$ cat config.mk
export PLATFORM = sky130hd
export DESIGN_NAME = siw_irq_wake
export DESIGN_NICKNAME = d
export VERILOG_FILES = /design/src/siw_pkg.sv /design/src/siw_serial_slave.sv /design/src/siw_irq_wake.sv
export SDC_FILE = /design/constraint.sdc
export NUM_CORES = 1
export LEC_CHECK = 0
export ABC_CLOCK_PERIOD_IN_PS = 4300
export BUFFER_PORTS_ARGS = -buffer_cell sky130_fd_sc_hd__buf_2
export CAP_MARGIN = 5
export CORE_MARGIN = 1.5
export CORE_UTILIZATION = 40
export CTS_CLUSTER_SIZE = 40
export DETAILED_ROUTE_END_ITERATION = 16
export PLACE_DENSITY = 0.61
export SLEW_MARGIN = 20
export SYNTH_ARGS = -nofsm -noshare
export SYNTH_HDL_FRONTEND = slang
export SYNTH_SLANG_ARGS = --single-unit
$ cat constraint.sdc
create_clock -name clock -period 4.3 [get_ports clock]
set_input_delay 0.215 -clock clock [delete_from_list [all_inputs] [get_ports clock]]
set_output_delay 0.215 -clock clock [all_outputs]
set_load 0.02 [all_outputs]
$ cat src/siw_pkg.sv
`default_nettype none
package siw_pkg;
    // ----------
    // Register offsets
    // ----------
    localparam logic [7:0] ADDR_INT_CFG = 8'h03;
    localparam logic [7:0] ADDR_IRQ_EN = 8'h04;
    localparam logic [7:0] ADDR_UNLOCK_KEY = 8'h07;
    localparam logic [7:0] ADDR_WAKE_LOW = 8'h08;
    localparam logic [7:0] ADDR_WAKE_HIGH = 8'h09;
    // Low byte offset on the early sequencer revision
    localparam logic [7:0] ADDR_WAKE_LOW_ALT = 8'h0A;

    // ----------
    // Field positions
    // ----------
    localparam int BIT_PIN_DRIVE = 0;
    localparam int BIT_AMBIENT_IE = 0;
    localparam int BIT_PROX1_IE = 2;
    localparam int BIT_PROX2_IE = 3;
    localparam int BIT_PROX3_IE = 4;
    localparam int BIT_COMMAND_IE = 5;
    localparam logic [7:0] IRQ_EN_MASK = 8'h3D;

    // ----------
    // Reset values and key
    // ----------
    localparam logic [7:0] RST_INT_CFG = 8'h00;
    localparam logic [7:0] RST_IRQ_EN = 8'h00;
    localparam logic [7:0] RST_UNLOCK_KEY = 8'h00;
    localparam logic [7:0] RST_WAKE_LOW = 8'h00;
    localparam logic [7:0] RST_WAKE_HIGH = 8'h00;
    localparam logic [7:0] UNLOCK_VALUE = 8'h17;

    // ----------
    // Wake-up timing
    // ----------
    localparam int CLK_PERIOD_PS = 10000;
    localparam int WAKE_UNIT_PS = 31250000;
    localparam int WAKE_UNIT_CYCLES = (WAKE_UNIT_PS + CLK_PERIOD_PS - 1) / CLK_PERIOD_PS;
    localparam logic [11:0] WAKE_UNIT_LAST = 12'(WAKE_UNIT_CYCLES - 1);

    // ----------
    // Serial slave states and byte phases
    // ----------
    typedef enum logic [4:0] {
        ST_IDLE = 5'b00001,
        ST_RX = 5'b00010,
        ST_ACK = 5'b00100,
        ST_TX = 5'b01000,
        ST_TXACK = 5'b10000
    } siw_state_e;

    localparam logic [1:0] PH_ADDR = 2'h0;
    localparam logic [1:0] PH_PTR = 2'h1;
    localparam logic [1:0] PH_DATA = 2'h2;
    localparam logic [3:0] BITS_PER_BYTE = 4'h8;
endpackage
`default_nettype wire

$ cat src/siw_serial_slave.sv
`default_nettype none
module siw_serial_slave #(
    parameter logic [6:0] DEV_ADDR = 7'h2A
) (
    // Clock and reset
    input wire logic clock,
    input wire logic sys_rst,
    // Serial pins
    input wire logic scl_in,
    input wire logic sda_in,
    output logic sda_oe_n,
    // Register side
    output logic [7:0] reg_addr,
    output logic wr_stb,
    output logic [7:0] wr_data,
    input wire logic [7:0] rd_data
);
    siw_pkg::siw_state_e st_r, st_nxt;
    logic scl_q_r, scl_p_r, sda_q_r, sda_p_r;
    logic [3:0] cnt_r, cnt_nxt;
    logic [7:0] sh_r, sh_nxt;
    logic [7:0] ptr_r, ptr_nxt;
    logic [1:0] ph_r, ph_nxt;
    logic rw_r, rw_nxt;
    logic oe_n_r, oe_n_nxt;
    logic stb_r, stb_nxt;
    logic [7:0] wd_r, wd_nxt;
    logic scl_rise, scl_fall, start_c, stop_c;

    // ----------
    // Pin edge detection
    // ----------
    assign scl_rise = scl_q_r & ~scl_p_r;
    assign scl_fall = ~scl_q_r & scl_p_r;
    assign start_c = scl_q_r & scl_p_r & sda_p_r & ~sda_q_r;
    assign stop_c = scl_q_r & scl_p_r & ~sda_p_r & sda_q_r;

    // Next-state logic; pointer auto-increments per written byte and per master-acked read byte
    always_comb begin
        st_nxt = st_r;
        cnt_nxt = cnt_r;
        sh_nxt = sh_r;
        ptr_nxt = ptr_r;
        ph_nxt = ph_r;
        rw_nxt = rw_r;
        oe_n_nxt = oe_n_r;
        stb_nxt = 1'b0;
        wd_nxt = wd_r;
        if (start_c) begin
            st_nxt = siw_pkg::ST_RX;
            cnt_nxt = 4'h0;
            ph_nxt = siw_pkg::PH_ADDR;
            oe_n_nxt = 1'b1;
        end else if (stop_c) begin
            st_nxt = siw_pkg::ST_IDLE;
            oe_n_nxt = 1'b1;
        end else begin
            case (st_r)
                siw_pkg::ST_IDLE: begin
                    oe_n_nxt = 1'b1;
                end
                siw_pkg::ST_RX: begin
                    if (scl_rise) begin
                        sh_nxt = {sh_r[6:0], sda_q_r};
                        cnt_nxt = cnt_r + 4'h1;
                    end else if (scl_fall && cnt_r == siw_pkg::BITS_PER_BYTE) begin
                        cnt_nxt = 4'h0;
                        st_nxt = siw_pkg::ST_ACK;
                        oe_n_nxt = 1'b0;
                        if (ph_r == siw_pkg::PH_ADDR) begin
                            rw_nxt = sh_r[0];
                            // Not our address: stay off the bus
                            if (sh_r[7:1] != DEV_ADDR) begin
                                st_nxt = siw_pkg::ST_IDLE;
                                oe_n_nxt = 1'b1;
                            end
                        end else if (ph_r == siw_pkg::PH_PTR) begin
                            ptr_nxt = sh_r;
                        end else begin
                            stb_nxt = 1'b1;
                            wd_nxt = sh_r;
                        end
                    end
                end
                siw_pkg::ST_ACK: begin
                    if (scl_fall) begin
                        oe_n_nxt = 1'b1;
                        st_nxt = siw_pkg::ST_RX;
                        if (ph_r == siw_pkg::PH_ADDR && rw_r) begin
                            sh_nxt = rd_data;
                            oe_n_nxt = rd_data[7];
                            st_nxt = siw_pkg::ST_TX;
                            ph_nxt = siw_pkg::PH_DATA;
                        end else if (ph_r == siw_pkg::PH_ADDR) begin
                            ph_nxt = siw_pkg::PH_PTR;
                        end else if (ph_r == siw_pkg::PH_PTR) begin
                            ph_nxt = siw_pkg::PH_DATA;
                        end else begin
                            ptr_nxt = ptr_r + 8'h01;
                        end
                    end
                end
                siw_pkg::ST_TX: begin
                    if (scl_rise) begin
                        cnt_nxt = cnt_r + 4'h1;
                    end else if (scl_fall) begin
                        if (cnt_r == siw_pkg::BITS_PER_BYTE) begin
                            cnt_nxt = 4'h0;
                            oe_n_nxt = 1'b1;
                            st_nxt = siw_pkg::ST_TXACK;
                        end else begin
                            sh_nxt = {sh_r[6:0], 1'b0};
                            oe_n_nxt = sh_r[6];
                        end
                    end
                end
                siw_pkg::ST_TXACK: begin
                    // Master nack ends the read; ack moves to the next byte
                    if (scl_rise) begin
                        if (sda_q_r) begin
                            st_nxt = siw_pkg::ST_IDLE;
                        end else begin
                            ptr_nxt = ptr_r + 8'h01;
                        end
                    end else if (scl_fall) begin
                        sh_nxt = rd_data;
                        oe_n_nxt = rd_data[7];
                        st_nxt = siw_pkg::ST_TX;
                    end
                end
                default: begin
                    st_nxt = siw_pkg::ST_IDLE;
                    oe_n_nxt = 1'b1;
                end
            endcase
        end
    end

    // State registers
    always_ff @(posedge clock) begin
        if (sys_rst) begin
            st_r <= siw_pkg::ST_IDLE;
            scl_q_r <= 1'b1;
            scl_p_r <= 1'b1;
            sda_q_r <= 1'b1;
            sda_p_r <= 1'b1;
            cnt_r <= 4'h0;
            sh_r <= 8'h00;
            ptr_r <= 8'h00;
            ph_r <= siw_pkg::PH_ADDR;
            rw_r <= 1'b0;
            oe_n_r <= 1'b1;
            stb_r <= 1'b0;
            wd_r <= 8'h00;
        end else begin
            st_r <= st_nxt;
            scl_q_r <= scl_in;
            scl_p_r <= scl_q_r;
            sda_q_r <= sda_in;
            sda_p_r <= sda_q_r;
            cnt_r <= cnt_nxt;
            sh_r <= sh_nxt;
            ptr_r <= ptr_nxt;
            ph_r <= ph_nxt;
            rw_r <= rw_nxt;
            oe_n_r <= oe_n_nxt;
            stb_r <= stb_nxt;
            wd_r <= wd_nxt;
        end
    end

    assign sda_oe_n = oe_n_r;
    assign reg_addr = ptr_r;
    assign wr_stb = stb_r;
    assign wr_data = wd_r;
endmodule
`default_nettype wire

$ cat src/siw_irq_wake.sv
// ----------
// Overview of operation
// - With pin drive off the interrupt pin is never driven.
// - With pin drive on the pin is pulled low while any flag meets its set enable bit, the ambient flag only with visible or UV selected.
// - Enable bit 5 lets the command flag assert the pin, and only then.
// - Enable bit 4 lets the third proximity flag assert the pin, and only then.
// - Enable bit 3 lets the second proximity flag assert the pin, and only then.
// - Enable bit 2 lets the first proximity flag assert the pin, and only then.
// - Enable bit 0 lets ambient or UV completion assert the pin, and only then.
// - The ambient source counts only while visible or UV is in the channel list.
// - The low byte at 0x08 (0x0A with EARLY_REV_MAP) and the high byte form one 16-bit wake period.
// - Autonomous wake-ups come every period times 31.25 us.
// - Each wake-up requests every measurement selected in the channel list.
// - The high period byte is its own read/write register, reset to zero: after the low byte at 0x09, or before it at 0x08 with EARLY_REV_MAP.
// ----------
`default_nettype none
module siw_irq_wake #(
    parameter logic [6:0] DEV_ADDR = 7'h2A,
    parameter logic EARLY_REV_MAP = 1'b0
) (
    // Clock and reset
    input wire logic clock,
    input wire logic sys_rst,
    // Serial register port
    input wire logic scl_in,
    input wire logic sda_in,
    output logic sda_out,
    output logic sda_oe_n,
    // Interrupt pin
    output logic int_out,
    output logic int_oe_n,
    // Status flags from the sequencer
    input wire logic command_flag,
    input wire logic prox_ch1_flag,
    input wire logic prox_ch2_flag,
    input wire logic prox_ch3_flag,
    input wire logic ambient_flag,
    // Measurement selection
    input wire logic [7:0] channel_select_list,
    input wire logic visible_channel,
    input wire logic uv_channel,
    // Wake requests to the measurement engine
    output logic wake_pulse,
    output logic [7:0] wake_channels,
    output logic key_unlocked
);
    logic [7:0] int_cfg_r, int_cfg_nxt;
    logic [7:0] irq_en_r, irq_en_nxt;
    logic [7:0] unlock_key_r, unlock_key_nxt;
    logic [7:0] wake_period_low_r, wake_period_low_nxt;
    logic [7:0] wake_period_high_r, wake_period_high_nxt;
    logic [7:0] rd_data_r, rd_data_nxt;
    logic [7:0] reg_addr, wr_data;
    logic wr_stb, slave_oe_n;
    logic [7:0] addr_low, addr_high;
    logic [15:0] wake_period;
    logic [11:0] unit_cnt_r, unit_cnt_nxt;
    logic [15:0] period_cnt_r, period_cnt_nxt;
    logic wake_r, wake_nxt;
    logic [7:0] chans_r, chans_nxt;
    logic int_oe_n_r, int_oe_n_nxt;
    logic key_ok_r, key_ok_nxt;
    logic pending;

    // ----------
    // Serial slave
    // ----------
    siw_serial_slave #(
        .DEV_ADDR(DEV_ADDR)
    ) u_slave (
        .clock(clock),
        .sys_rst(sys_rst),
        .scl_in(scl_in),
        .sda_in(sda_in),
        .sda_oe_n(slave_oe_n),
        .reg_addr(reg_addr),
        .wr_stb(wr_stb),
        .wr_data(wr_data),
        .rd_data(rd_data_r)
    );

    // ----------
    // Register file
    // ----------
    // Period byte addresses follow the sequencer revision strap
    assign addr_low = EARLY_REV_MAP ? siw_pkg::ADDR_WAKE_LOW_ALT : siw_pkg::ADDR_WAKE_LOW;
    assign addr_high = EARLY_REV_MAP ? siw_pkg::ADDR_WAKE_LOW : siw_pkg::ADDR_WAKE_HIGH;

    // Writes and registered read mux; unmapped offsets read zero
    always_comb begin
        int_cfg_nxt = int_cfg_r;
        irq_en_nxt = irq_en_r;
        unlock_key_nxt = unlock_key_r;
        wake_period_low_nxt = wake_period_low_r;
        wake_period_high_nxt = wake_period_high_r;
        if (wr_stb) begin
            if (reg_addr == siw_pkg::ADDR_INT_CFG) begin
                int_cfg_nxt = wr_data & 8'h01;
            end
            if (reg_addr == siw_pkg::ADDR_IRQ_EN) begin
                irq_en_nxt = wr_data & siw_pkg::IRQ_EN_MASK;
            end
            if (reg_addr == siw_pkg::ADDR_UNLOCK_KEY) begin
                unlock_key_nxt = wr_data;
            end
            if (reg_addr == addr_low) begin
                wake_period_low_nxt = wr_data;
            end
            if (reg_addr == addr_high) begin
                wake_period_high_nxt = wr_data;
            end
        end
        rd_data_nxt = 8'h00;
        if (reg_addr == siw_pkg::ADDR_INT_CFG) begin
            rd_data_nxt = int_cfg_r;
        end else if (reg_addr == siw_pkg::ADDR_IRQ_EN) begin
            rd_data_nxt = irq_en_r;
        end else if (reg_addr == siw_pkg::ADDR_UNLOCK_KEY) begin
            rd_data_nxt = unlock_key_r;
        end else if (reg_addr == addr_low) begin
            rd_data_nxt = wake_period_low_r;
        end else if (reg_addr == addr_high) begin
            rd_data_nxt = wake_period_high_r;
        end
    end

    always_ff @(posedge clock) begin
        if (sys_rst) begin
            int_cfg_r <= siw_pkg::RST_INT_CFG;
            irq_en_r <= siw_pkg::RST_IRQ_EN;
            unlock_key_r <= siw_pkg::RST_UNLOCK_KEY;
            wake_period_low_r <= siw_pkg::RST_WAKE_LOW;
            wake_period_high_r <= siw_pkg::RST_WAKE_HIGH;
            rd_data_r <= 8'h00;
        end else begin
            int_cfg_r <= int_cfg_nxt;
            irq_en_r <= irq_en_nxt;
            unlock_key_r <= unlock_key_nxt;
            wake_period_low_r <= wake_period_low_nxt;
            wake_period_high_r <= wake_period_high_nxt;
            rd_data_r <= rd_data_nxt;
        end
    end

    // ----------
    // Interrupt pin
    // ----------
    // Flags are levels held by the sequencer until it clears them
    always_comb begin
        pending = 1'b0;
        if (irq_en_r[siw_pkg::BIT_COMMAND_IE] && command_flag) begin
            pending = 1'b1;
        end
        if (irq_en_r[siw_pkg::BIT_PROX3_IE] && prox_ch3_flag) begin
            pending = 1'b1;
        end
        if (irq_en_r[siw_pkg::BIT_PROX2_IE] && prox_ch2_flag) begin
            pending = 1'b1;
        end
        if (irq_en_r[siw_pkg::BIT_PROX1_IE] && prox_ch1_flag) begin
            pending = 1'b1;
        end
        // Ambient only counts with visible or UV selected
        if (irq_en_r[siw_pkg::BIT_AMBIENT_IE] && ambient_flag && (visible_channel || uv_channel)) begin
            pending = 1'b1;
        end
        // Enable is active low: low pulls the pin down, high releases it
        int_oe_n_nxt = ~(int_cfg_r[siw_pkg::BIT_PIN_DRIVE] && pending);
    end

    always_ff @(posedge clock) begin
        if (sys_rst) begin
            int_oe_n_r <= 1'b1;
        end else begin
            int_oe_n_r <= int_oe_n_nxt;
        end
    end

    // ----------
    // Wake-up timer
    // ----------
    assign wake_period = {wake_period_high_r, wake_period_low_r};

    // A zero period or a locked key keeps the timer idle
    always_comb begin
        key_ok_nxt = (unlock_key_r == siw_pkg::UNLOCK_VALUE);
        unit_cnt_nxt = unit_cnt_r;
        period_cnt_nxt = period_cnt_r;
        wake_nxt = 1'b0;
        chans_nxt = chans_r;
        if (!key_ok_r || wake_period == 16'h0000) begin
            unit_cnt_nxt = 12'h000;
            period_cnt_nxt = 16'h0000;
        end else if (unit_cnt_r != siw_pkg::WAKE_UNIT_LAST) begin
            unit_cnt_nxt = unit_cnt_r + 12'h001;
        end else begin
            // One 31.25 us unit has elapsed
            unit_cnt_nxt = 12'h000;
            if (period_cnt_r + 16'h0001 >= wake_period) begin
                period_cnt_nxt = 16'h0000;
                wake_nxt = 1'b1;
                chans_nxt = channel_select_list;
            end else begin
                period_cnt_nxt = period_cnt_r + 16'h0001;
            end
        end
    end

    always_ff @(posedge clock) begin
        if (sys_rst) begin
            key_ok_r <= 1'b0;
            unit_cnt_r <= 12'h000;
            period_cnt_r <= 16'h0000;
            wake_r <= 1'b0;
            chans_r <= 8'h00;
        end else begin
            key_ok_r <= key_ok_nxt;
            unit_cnt_r <= unit_cnt_nxt;
            period_cnt_r <= period_cnt_nxt;
            wake_r <= wake_nxt;
            chans_r <= chans_nxt;
        end
    end

    // ----------
    // Outputs
    // ----------
    // Both pins only ever drive low; data level is fixed at zero
    assign sda_out = 1'b0;
    assign int_out = 1'b0;
    assign sda_oe_n = slave_oe_n;
    assign int_oe_n = int_oe_n_r;
    assign wake_pulse = wake_r;
    assign wake_channels = chans_r;
    assign key_unlocked = key_ok_r;
endmodule
`default_nettype wire

**Word-level counts from Yosys, hierarchy flattened**

Index checks and enable logic that the tools add are counted.

- $add $sub $neg: 4
- $lt $le $gt $ge: 1
- Equality and inequality tests: 47
- Multiplexer cells: 69
- Bitwise gates (word level): 22
- Reductions and logical operators: 41

Operators by type and width:

| kind | number |
|---|---|
| 8-bit 2-to-1 mux | 21 |
| 5-bit 2-to-1 mux | 10 |
| 8-bit case mux with 4 select lines | 1 |
| 5-bit case mux with 5 select lines | 1 |
| 4-bit 2-to-1 mux | 6 |
| 8-bit case mux with 3 select lines | 1 |
| 1-bit 2-to-1 mux | 19 |
| 2-bit by 1-bit inequality test with 1-bit output (second input constant) | 9 |
| 2-bit inequality test (second input constant) | 9 |
| 9-bit AND reduction | 2 |
| 16-bit by 1-bit adder with 16-bit output (second input constant) | 1 |
| 8-bit by 3-bit == test with 1-bit output (second input constant) | 2 |
| 8-bit by 4-bit == test with 1-bit output (second input constant) | 2 |
| 16-bit greater-or-equal comparator | 1 |
| 16-bit logical NOT | 1 |
| 16-bit 2-to-1 mux | 1 |
| 4-bit by 1-bit inequality test with 1-bit output (second input constant) | 4 |
| 3-bit by 1-bit inequality test with 1-bit output (second input constant) | 5 |
| 1-bit NOT | 15 |
| 7-bit AND reduction | 2 |
| 13-bit AND reduction | 1 |
| 12-bit by 1-bit adder with 12-bit output (second input constant) | 1 |
| 12-bit inequality test (second input constant) | 1 |
| 3-bit OR reduction | 4 |
| 37 further kinds | 64 |

- Flip-flop bits (word level): 119
- Bits of input ports: 19
- Output and inout port bits: 14

**Logic depth before layout (Yosys ltp)**

Gate-level depths: netlist of run 1.

- Depth in word-level cells: 8
- Mapped depth: 14
- Depth with buffers taken out: 13

**By module**

From an unflattened synthesis of run 1, not the netlist that was laid out.

- Cell total of the unflattened synthesis: 738
- Area, all modules: 6292.3 µm²

Modules (own cells, without submodules):

| module | times used | cells each | area an instance (µm²) | seq. area each (µm²) |
|---|---|---|---|---|
| siw_irq_wake | 1 | 428 | 3783.6 | 1541.5 |
| siw_serial_slave | 1 | 310 | 2508.7 | 840.8 |

**Worst setup path after synthesis of run 1**

No wires, ideal clock.

- Path type: flip-flop to flip-flop
- Start point: reg period_cnt_r[2]
- End point: reg chans_r[0] (netlist: wake_channels[0])
- Arrival time: 2959 ps
- Required time: 4228 ps
- Slack: 1269 ps
- Stages on the path, launching flop included: 12
- Clock period less this slack: 3031 ps
- Cell sequence: dfxtp_1 -> nand3_1 -> nor3_1 -> nand4_1 -> o21a_1 -> or2_2 -> ha_1 -> nand4_1 -> nor4_1 -> a2bb2oi_1 -> a21oi_2 -> mux2i_1

- Cells in the longest elaborated chain, start to end: 3

Ends and longest elaborated chain:

| item | line | text |
|---|---|---|
| from (decl) | siw_irq_wake.sv:58 | `logic [15:0] period_cnt_r, period_cnt_nxt;` |
| from (signal assigned) | siw_irq_wake.sv:219 | `period_cnt_r <= period_cnt_nxt;` |
| 16-bit by 1-bit adder with 16-bit output | siw_irq_wake.sv:199 | `if (period_cnt_r + 16'h0001 >= wake_period) begin` |
| 16-bit greater-or-equal comparator | siw_irq_wake.sv:199 |  |
| 3-bit AND reduction (no line) | -- |  |
| to (signal assigned) | siw_irq_wake.sv:221 | `chans_r <= chans_nxt;` |
| to (decl) | siw_irq_wake.sv:60 | `logic [7:0] chans_r, chans_nxt;` |

No other way between the ends.
A chain may end at the register's enable or synchronous reset.

**Worst setup path after layout of run 1**

- Start point: reg period_cnt_r[2]
- End point: reg chans_r[2] (netlist: wake_channels[2])

The elaborated chain is that of the path after synthesis.

==> results of run 1 <==
layout make-up:
class                           instances  area [um2]  area share
Multi-Input combinational cell        552        3520       0.497
Sequential cell                       119        2380       0.337
Clock buffer                           17         425      0.0602
Tap cell                              188         235      0.0333
Clock inverter                         15         203      0.0287
Timing Repair Buffer                   35         193      0.0272
Inverter                               31         116      0.0165
synth_stat cells, drive strengths merged, types with 5 or more instances:
cell type,instances,area (um2)
nand4,8,50.1
nand2,80,300
o21ai,26,141
mux2i,34,340
dfxtp,119,2380
a22o,6,52.6
ha,24,300
xnor2,8,70.1
buf,10,76.3
a21o,5,40.0
xor2,10,87.6
nor3,16,91.3
a311oi,8,76.3
o2111ai,8,70.1
nand3,34,175
nor2,89,344
nand3b,5,41.3
clkbuf,23,106
nand2b,25,156
a22oi,6,45.0
and3,11,68.8
a211oi,7,57.6
and2,6,37.5
inv,31,116
nor2b,10,62.6
a222oi,7,70.1
nor4,8,50.1
a21oi,45,233
or2,18,113
power by group:
group | switching (mW) | internal (mW) | total [mW]
logic | 0.0696 | 0.0503 | 0.120
registers | 0.0220 | 1.11 | 1.14
clock network | 0.542 | 0.971 | 1.51
total | 0.633 | 2.14 | 2.77
per-stage QoR:
step	total power [mW]	utilization	cell area, um2
after floorplan	1.25	-	6190
after CTS	2.79	0.466	7060
after global routing	2.87	0.467	7070
after detailed placement	1.28	0.424	6410
final	2.77	0.467	7070
after global placement	1.28	0.424	6410
cell families (layout without fill, tap and decap cells):
| family | after synthesis | count (layout) | synth area share |
|---|---|---|---|
| simple gates | 326 | 326 | 0.266 |
| compound gates | 148 | 148 | 0.171 |
| flops | 119 | 119 | 0.385 |
| buf+inv | 64 | 98 | 0.0483 |
| mux | 34 | 34 | 0.0550 |
| fa+ha+maj | 24 | 24 | 0.0485 |
| xor+xnor | 18 | 18 | 0.0255 |
| other cells | 1 | 2 | 0.000606 |
repair_timing:
item	in CTS	in global routing
endpoints found under the hold margin	2	0
setup buffers	0	0
hold buffers	2	0
worst register-to-register path, cell delays in order, from the launching register on:
cell	delay, ns
dfxtp_1	0.39
nand3_1	0.21
nor3_1	0.43
nand4_1	0.22
o21a_1	0.23
or2_2	0.29
ha_1	0.30
nand4_1	0.15
nor4_1	0.36
a2bb2oi_2	0.24
a21oi_2	0.54
mux2i_1	0.27
final timing paths:
check | start | endpoint | slack (ns)
worst max-delay path | period_cnt_r[2] | wake_channels[2] | 0.58
worst min-delay path | channel_select_list[3] | wake_channels[3] | 0.06
worst max register to register | period_cnt_r[2] | wake_channels[2] | 0.58
worst min register to register | int_cfg_r[0] | int_cfg_r[0] | 0.46
layer usage:
| metal | wire length [um] | part of all wire | up-vias | GRT usage |
|---|---|---|---|---|
| met2 | 6630 | 0.45 | 150 | 0.300 |
| met5 | 10 | 0.00068 | - | 0 |
| met3 | 788 | 0.053 | 22 | 0.0398 |
| met1 | 7020 | 0.48 | 2478 | 0.257 |
| li1 | - | - | 2657 | - |
| met4 | 303 | 0.021 | 2 | 0.0849 |
layout by cell type, fill, tap and decap left out, types with 11 or more instances in the layout:
cell type / synthesis / routed
nor2_1: 87 / 86
nor3_1: 15 / 15
mux2i_1: 34 / 34
a21oi_1: 43 / 43
nand2_1: 80 / 80
nand3_1: 33 / 33
buf_2: 4 / 30
dfxtp_1: 119 / 119
clkbuf_16: 0 / 17
o21ai_0: 24 / 24
or2_2: 14 / 14
and3_1: 11 / 11
nand2b_1: 25 / 25
ha_1: 24 / 24
inv_1: 31 / 31
==> results_dict.tcl, run 1 <==
set metrics [dict create \
    critPathLaunchType "register" \
    rsz0062_at_grt "false" \
    avgSynthCellArea_um2 8.43 \
    layout_min_cycle_time_ns 3.72 \
    power.density_mw_per_mm2 392 \
    crit_top_cell "nand4_1" \
    io_buffers 30 \
    wirelength_um 14800 \
    grt_usage 0.192 \
    holdWs_ns 0.0572 \
    cp_cell_sequence "nand3_1 -> nor3_1 -> nand4_1 -> o21a_1 -> or2_2 -> ha_1 -> nand4_1 -> nor4_1 -> a2bb2oi_2 -> a21oi_2 -> mux2i_1" \
    cts_tree "built" \
    finalCritPeriodShare 0.864 \
    synthToLayoutAreaGrowth_pct 14.3 \
    final-hold-violation-count 0 \
    vdd_drop_max_v 0.000268 \
    synth-edff-count 0 \
    placed_cells 923 \
    async_flop_share 0 \
    layout-drive-gt1-share 0.134 \
    post_cts_resized 0 \
    clk_pin_slew_ns 0.06 \
    top_register "period_cnt_r" \
    cp_slowest_cell "a21oi_2" \
    status "finished, final reports clean" \
    io_pins 33 \
    synth-warning-count 0 \
    numCtsBuffers 17 \
    hpwlAfterDp_um 10500 \
    reg.largest.list "period_cnt_r x16, unit_cnt_r x12" \
    power.leakage_nw 2.74 \
    grt_max_degree 89 \
    syn-cell-area_mm2 0.00619 \
    synth_ff_type "dfxtp_1" \
    post-place-ws_ns 0.419 \
    antenna_found_initial 1 \
    die_w_um 127 \
    grt_pass1_wl_um 24800 \
    htree_levels 4 \
    setup_viol 0 \
    core_area_mm2 0.0151 \
    grt-ovfl-total 0 \
    cts.sinks 119 \
    worstSkewPairLatency_ns 0.42 \
    fmax_ghz 0.269 \
    synthCells 734 \
    drc 0 \
    crit_buf_inv 0 \
    gp_congestion 0.875 \
    clk_path_buf_depth 2 \
    routed_via_density 5.55 \
    timing.final.max_slew_violations 0 \
    critPathMaxFanout 13 \
    maxSlewHeadroom 0.357 \
    cap_violations 0 \
    tightestPinTransition_ns 0.964 \
    drt_iter0_drc 500 \
    nFillCells 1434 \
    start_util 0.408 \
    whs_path_depth 3 \
    r2r_cells 11 \
    first_pass_iters 7 \
    diodes 0 \
    nNetsFinal 799 \
    synth_cell_types 77 \
    fin_setup_tns_ns 0 \
    synth-seq-area-share 0.385 \
    arrival_ns 4.06 \
    critPathTopFamily "simple AND/OR/NAND/NOR gates" \
    die-area_mm2 0.0162 \
    endpoint_kind "register" \
    finalClockSkew_ns 0.00636 \
    rows 45 \
    critical_path.max_stage_delay_ns 0.54 \
    largest_reg_flops 16 \
    first_global_vias 5081 \
    ys_ff_latch 119 \
    crit_required_ns 4.64 \
    path_depth 11 \
    cts_root_buf "clkbuf_16" \
    crit_type "reg2reg" \
    layout.cells.non_filler 957 \
    setup_ws_ns 0.585 \
    ant_nets 0 \
    wire_per_inst_um 15.4 \
    die_h_um 127 \
    vias 5309 \
    hold_class "in2reg" \
]
Note: power is estimated with default switching activity, not from simulation.
==> run 2, diff against run 1 <==
--- a/config.mk
+++ b/config.mk
@@ -5,6 +5,7 @@
 export SDC_FILE = /design/constraint.sdc
 export NUM_CORES = 1
 export LEC_CHECK = 0
+export ABC_AREA = 1
 export ABC_CLOCK_PERIOD_IN_PS = 4300
 export BUFFER_PORTS_ARGS = -buffer_cell sky130_fd_sc_hd__buf_2
 export CAP_MARGIN = 5
@@ -16,4 +17,5 @@
 export SLEW_MARGIN = 20
 export SYNTH_ARGS = -nofsm -noshare
 export SYNTH_HDL_FRONTEND = slang
+export SYNTH_HIERARCHICAL = 1
 export SYNTH_SLANG_ARGS = --single-unit
==> run 2 against run 1 <==
- area after synthesis increased by 4.4%
- non-clock buffer count down 2
- register-to-register slack better by 0.51 ns
- hold slack improved by 0.072 ns
- maximum frequency is 16% higher
- global-route usage is 0.39 points lower
- design area grew 4.1%
==> results_dict.tcl, run 2 <==
set metrics [dict create \
    status "finished, final reports clean" \
    layout-drive-gt1-share 0.128 \
    rsz0062_at_grt "false" \
    dr_wl_met3_um 519 \
    clkPwrFrac 0.493 \
    async_flop_share 0 \
    io_pins 33 \
    io_buffers 30 \
    endpoint_kind "register" \
    top_layer "met4" \
    finalClockSkew_ns 0.00776 \
    drt_iter0_drc 432 \
    timing.final.max_slew_violations 0 \
    crit_top_cell "nand2_1" \
    largest_reg_flops 16 \
    crit_buf_inv 0 \
    grt-ovfl-total 0 \
    dr_wl_met2_um 7090 \
    grt_usage 0.188 \
    synth-warning-count 6 \
    power.density_mw_per_mm2 398 \
    cts_root_buf "clkbuf_16" \
    top_register "period_cnt_r" \
    critPathMaxFanout 18 \
    grt_max_degree 43 \
    swShare 0.253 \
    ys_ff_latch 119 \
    final-hold-violation-count 0 \
    syn-cell-area_mm2 0.00646 \
    synth-seq-area-share 0.369 \
    hold_class "in2reg" \
    holdWs_ns 0.129 \
    synth_cell_types 44 \
    cp_slowest_cell "nor2_2" \
    synthCells 937 \
    synthToLayoutAreaGrowth_pct 14.0 \
    layout_common_cells "219 x nand2_1, 119 x dfxtp_1, 105 x inv_1, 100 x nor2_1, 76 x a21oi_1" \
    vias 5869 \
    yosys.area.top_type "dfxtp_1" \
    core_area_mm2 0.0158 \
    wire_per_inst_um 12.9 \
    fin_setup_tns_ns 0 \
    wl_met1_um 7570 \
    synth_top_cell_area_share 0.369 \
    clk_pin_slew_ns 0.06 \
    avgSynthCellArea_um2 6.90 \
    routed_via_density 4.91 \
    critPathLaunchType "register" \
    first_global_vias 5073 \
    start_util 0.408 \
    cts_tree "built" \
    wirelength_um 15400 \
    clk_path_buf_depth 2 \
    cts.sinks 119 \
    synth-edff-count 0 \
    seq_power_share 0.402 \
    synth_ff_type "dfxtp_1" \
    pwr-share-comb 0.105 \
    maxSlewHeadroom 0.498 \
    rows 46 \
    p_int_mw 2.19 \
    nFillCells 1609 \
    p_sw_mw 0.741 \
    layout_min_cycle_time_ns 3.21 \
    cap_violations 0 \
    crit_required_ns 4.66 \
    synth_area_leaders "dfxtp_1 37%, nand2_1 13%, inv_1 6.1%, a21oi_1 5.9%, nor2_1 5.8%" \
    first_pass_iters 5 \
    tightestPinTransition_ns 0.748 \
    cp_cell_sequence "ha_1 -> nand2_1 -> nor2_1 -> nand2_1 -> nor2_1 -> nand2_1 -> xor2_1 -> ha_1 -> nand4_1 -> a21oi_1 -> nor2_1 -> nand2_1 -> nor2_2 -> nand2_1 -> nand2_1" \
    finalCritPeriodShare 0.746 \
    gp_congestion 0.885 \
    numCtsBuffers 17 \
    die_w_um 130 \
    critPathTopFamily "simple AND/OR/NAND/NOR gates" \
    final_common_cell "nand2_1" \
    die-area_mm2 0.0169 \
    htree_levels 4 \
    drc 0 \
    antenna_found_initial 0 \
    yosysMostFrequentCell "nand2_1" \
    fmax_ghz 0.312 \
    synth_common_cells "219 x nand2_1, 119 x dfxtp_1, 105 x inv_1" \
    crit_type "reg2reg" \
    diodes 0 \
    worstSkewPairLatency_ns 0.41 \
    reg.largest.list "period_cnt_r x16, unit_cnt_r x12" \
    post_cts_buffers 0 \
    die_h_um 130 \
    grt_pass1_wl_um 25000 \
    arrival_ns 3.57 \
    ant_nets 0 \
    power.leakage_nw 3.24 \
    critical_path.max_stage_delay_ns 0.55 \
    setup_viol 0 \
    nNetsFinal 1011 \
    hpwlAfterDp_um 11200 \
    vdd_drop_max_v 0.000324 \
]
## run 2: repair_timing
item	CTS	global route
hold endpoints to repair	2	0
gates resized for setup	0	0
hold buffers	2	0
## run 2: layout make-up
cell class / count / area [um2] / area share
clock buffers: 22 / 474 / 0.0644
clock inverters: 9 / 124 / 0.0168
inverters: 132 / 495 / 0.0673
multi-input cells: 664 / 3440 / 0.467
flip-flops and latches: 119 / 2380 / 0.323
well taps: 216 / 270 / 0.0367
repair buffers: 33 / 178 / 0.0241
## run 2: power groups by stage
stage | Clock (mW) | Sequential, mW | Combinational, mW
detailed placement | 0 | 1.20 | 0.306
global route | 1.52 | 1.18 | 0.356
global placement | 0 | 1.20 | 0.309
CTS | 1.47 | 1.18 | 0.309
finish | 1.44 | 1.18 | 0.309
floorplan | 0 | 1.19 | 0.253
## run 2: worst paths after layout
kind                                              from               end  slack, ns  depth (start not counted)
worst min register to register        period_cnt_r[14]  period_cnt_r[14]       0.46                          2
worst max register to register         period_cnt_r[0]   period_cnt_r[6]       1.09                         15
worst min-delay path            channel_select_list[7]  wake_channels[7]       0.13                          5
worst max-delay path                   period_cnt_r[0]   period_cnt_r[6]       1.09                         15
## run 2: cell families after synthesis
group,count (synthesis),share of synthesized area
AND/OR/NAND/NOR,462,0.331
AO/OA/AOI/OAI,157,0.128
buffers and inverters,155,0.0993
flip-flops,119,0.369
adder cells (fa/ha/maj),25,0.0484
XOR/XNOR,18,0.0244
other,1,0.000580
## run 2: metrics by stage
stage	instances	setup WS [ns]	util	area, um2	power, mW
after floorplan	938	1.78	-	6460	1.45
after global placement	1162	1.14	0.426	6750	1.51
after detailed placement	1162	1.11	0.426	6750	1.51
after CTS	1195	1.09	0.465	7360	2.96
after global routing	1195	0.654	0.465	7360	3.05
final	1195	1.09	0.465	7360	2.93
## run 2: worst reg2reg max path, cell delays in order (launching register included)
cell and delay (ns):
dfxtp_1 0.38, ha_1 0.20, nand2_1 0.07, nor2_1 0.23, nand2_1 0.13, nor2_1 0.17, nand2_1 0.08, xor2_1 0.20
ha_1 0.28, nand4_1 0.10, a21oi_1 0.05, nor2_1 0.13, nand2_1 0.35, nor2_2 0.55, nand2_1 0.12, nand2_1 0.08
## run 2: per-layer routing
metal	track usage	up-vias
met5	0	-
met4	0.0575	0
met3	0.0472	20
met2	0.299	87
met1	0.252	2671
li1	-	3091
==> run 3, diff against run 2 <==
--- a/config.mk
+++ b/config.mk
@@ -6,7 +6,7 @@
 export NUM_CORES = 1
 export LEC_CHECK = 0
 export ABC_AREA = 1
-export ABC_CLOCK_PERIOD_IN_PS = 4300
+export ABC_CLOCK_PERIOD_IN_PS = 3300
 export BUFFER_PORTS_ARGS = -buffer_cell sky130_fd_sc_hd__buf_2
 export CAP_MARGIN = 5
 export CORE_MARGIN = 1.5
==> constraint.sdc (replaced) <==
create_clock -name clock -period 3.3 [get_ports clock]
set_input_delay 0.165 -clock clock [delete_from_list [all_inputs] [get_ports clock]]
set_output_delay 0.165 -clock clock [all_outputs]
set_load 0.02 [all_outputs]
==> run 3 against run 2 <==
- sequential power is 30% higher
- combinational power is 32% higher
- design area is 0.36% higher
- non-clock buffer count is 2 higher
- register-to-register slack worse by 0.60 ns
- worst setup slack worse by 0.60 ns
- first-iteration DRC count is 11% lower
- routed wire length hardly changed
- clock skew hardly changed
- largest power group unchanged
==> results_dict.tcl, run 3 (synthesis gave the netlist of run 2 again) <==
set metrics [dict create \
    setup_viol 0 \
    largest_reg_flops 16 \
    start_util 0.408 \
    vdd_drop_max_v 0.000379 \
    die-area_mm2 0.0169 \
    power.leakage_nw 3.22 \
    top_register "period_cnt_r" \
    grt_pass1_wl_um 25900 \
    numCtsBuffers 17 \
    nFillCells 1631 \
    reg.largest.list "period_cnt_r x16, unit_cnt_r x12" \
    rsz0062_at_grt "false" \
    clk_pin_slew_ns 0.06 \
    routed_via_density 4.85 \
    whs_path_depth 5 \
    vias 5810 \
    layout-drive-gt1-share 0.131 \
    hold_class "in2reg" \
    crit_buf_inv 0 \
    first_global_vias 5332 \
    htree_levels 4 \
    synthToLayoutAreaGrowth_pct 14.4 \
    seq_power_share 0.400 \
    fmax_ghz 0.356 \
    critPathTopFamily "simple AND/OR/NAND/NOR gates" \
    cts.sinks 119 \
    wire_per_inst_um 12.9 \
    layout_min_cycle_time_ns 2.81 \
    p_int_mw 2.81 \
    clkPwrFrac 0.493 \
    timing.final.max_slew_violations 0 \
    power.density_mw_per_mm2 518 \
    fin_setup_tns_ns 0 \
    grt_usage 0.195 \
    endpoint_kind "register" \
    crit_type "reg2reg" \
    diodes 0 \
    p_sw_mw 1.02 \
    nNetsFinal 1013 \
    gp_congestion 0.868 \
    grt-ovfl-total 0 \
    r2r_cells 15 \
    multiInputGateArea_mm2 0.00345 \
    maxSlewHeadroom 0.637 \
    drt_iter0_drc 386 \
    worstSkewPairLatency_ns 0.42 \
    clk_path_buf_depth 2 \
    final_util 0.467 \
    cp_cell_sequence "ha_1 -> nand2_1 -> nor2_1 -> nand2_1 -> nor2_1 -> xor2_1 -> ha_1 -> nand2_1 -> o21bai_1 -> a21oi_1 -> nor2_1 -> nand2_1 -> nor2_1 -> nand2_1 -> nand2_1" \
    critical_path.max_stage_delay_ns 0.38 \
    io_pins 33 \
    path_depth 15 \
    core_area_mm2 0.0158 \
    io_buffers 30 \
    crit_top_cell "nand2_1" \
    status "finished, final reports clean" \
    critPathLaunchType "register" \
    final_common_cell "nand2_1" \
    crit_required_ns 3.65 \
    swShare 0.266 \
    cap_violations 0 \
    cts_root_buf "clkbuf_16" \
    final-hold-violation-count 0 \
    finalClockSkew_ns 0.00759 \
    layout_common_cells "219 x nand2_1, 119 x dfxtp_1, 105 x inv_1, 100 x nor2_1, 76 x a21oi_1" \
    critPathMaxFanout 5 \
    tightestPinTransition_ns 0.543 \
    pwr-share-comb 0.107 \
    antenna_found_initial 0 \
    finalCritPeriodShare 0.851 \
    hpwlAfterDp_um 11200 \
    die_h_um 130 \
    holdWs_ns 0.0663 \
    cts_tree "built" \
    seq_area_mm2 0.00238 \
    arrival_ns 3.16 \
    ant_nets 0 \
    rows 46 \
    die_w_um 130 \
    first_pass_iters 4 \
    wirelength_um 15400 \
    drc 0 \
    cp_slowest_cell "dfxtp_1" \
    grt_max_degree 43 \
]
==> run 3: changes by cell type in the layout (fill, tap and decap cells not counted), sizes merged <==
cell	change
clkinvlp	+6
clkbuf	-4
clkinv	-4
inv	+3
buf	+2
==> run 3: worst reg2reg max path, stage by stage, from the launching register on <==
cell	delay [ns]
dfxtp_1	0.38
ha_1	0.20
nand2_1	0.06
nor2_1	0.24
nand2_1	0.13
nor2_1	0.17
xor2_1	0.20
ha_1	0.26
nand2_1	0.08
o21bai_1	0.10
a21oi_1	0.08
nor2_1	0.14
nand2_1	0.14
nor2_1	0.37
nand2_1	0.12
nand2_1	0.08
==> run 3: final timing paths <==
path	start	slack (ns)	endpoint
hold / removal	channel_select_list[7]	0.07	wake_channels[7]
setup / recovery	period_cnt_r[0]	0.49	period_cnt_r[14]
setup reg to reg	period_cnt_r[0]	0.49	period_cnt_r[14]
hold reg to reg	unit_cnt_r[0]	0.46	unit_cnt_r[0]
==> run 3: metrics by stage <==
step | total power, mW | setup slack (ns) | area [um2] | instances
6_report | 3.83 | 0.492 | 7390 | 1198
2_1_floorplan | 1.88 | 0.780 | 6460 | 938
3_3_place_gp | 1.96 | 0.558 | 6760 | 1164
3_5_place_dp | 1.97 | 0.475 | 6760 | 1164
5_1_grt | 4.02 | 0.0447 | 7390 | 1198
4_1_cts | 3.87 | 0.447 | 7390 | 1198
==> run 3: layer usage <==
metal  up-vias  GRT usage  wire length [um]
li1       3095          -                 -
met1      2596      0.259              7560
met2        95      0.308              7100
met3        24     0.0463               501
met4         0     0.0719               268
met5         -          0                 0
==> run 3: cell type report <==
type                    count  area share
inverters                 132      0.0670
multi-input cells         664       0.466
clock inverters            14      0.0237
repair buffers             35      0.0261
flip-flops and latches    119       0.322
well taps                 216      0.0366
clock buffers              18      0.0581
==> run 3: power by group through the flow <==
| stage | sequential (mW) | clock [mW] | combinational, mW |
|---|---|---|---|
| floorplan | 1.55 | 0 | 0.330 |
| global placement | 1.56 | 0 | 0.402 |
| detailed placement | 1.56 | 0 | 0.403 |
| CTS | 1.53 | 1.93 | 0.409 |
| global route | 1.54 | 2.01 | 0.472 |
| finish | 1.53 | 1.89 | 0.409 |
==> run 3: repair_timing <==
item                                    CTS  global route
resized for setup                         0             1
endpoints found under the setup margin    0             1
hold buffers                              2             0
hold endpoints to repair                  2             0
setup buffers                             0             0
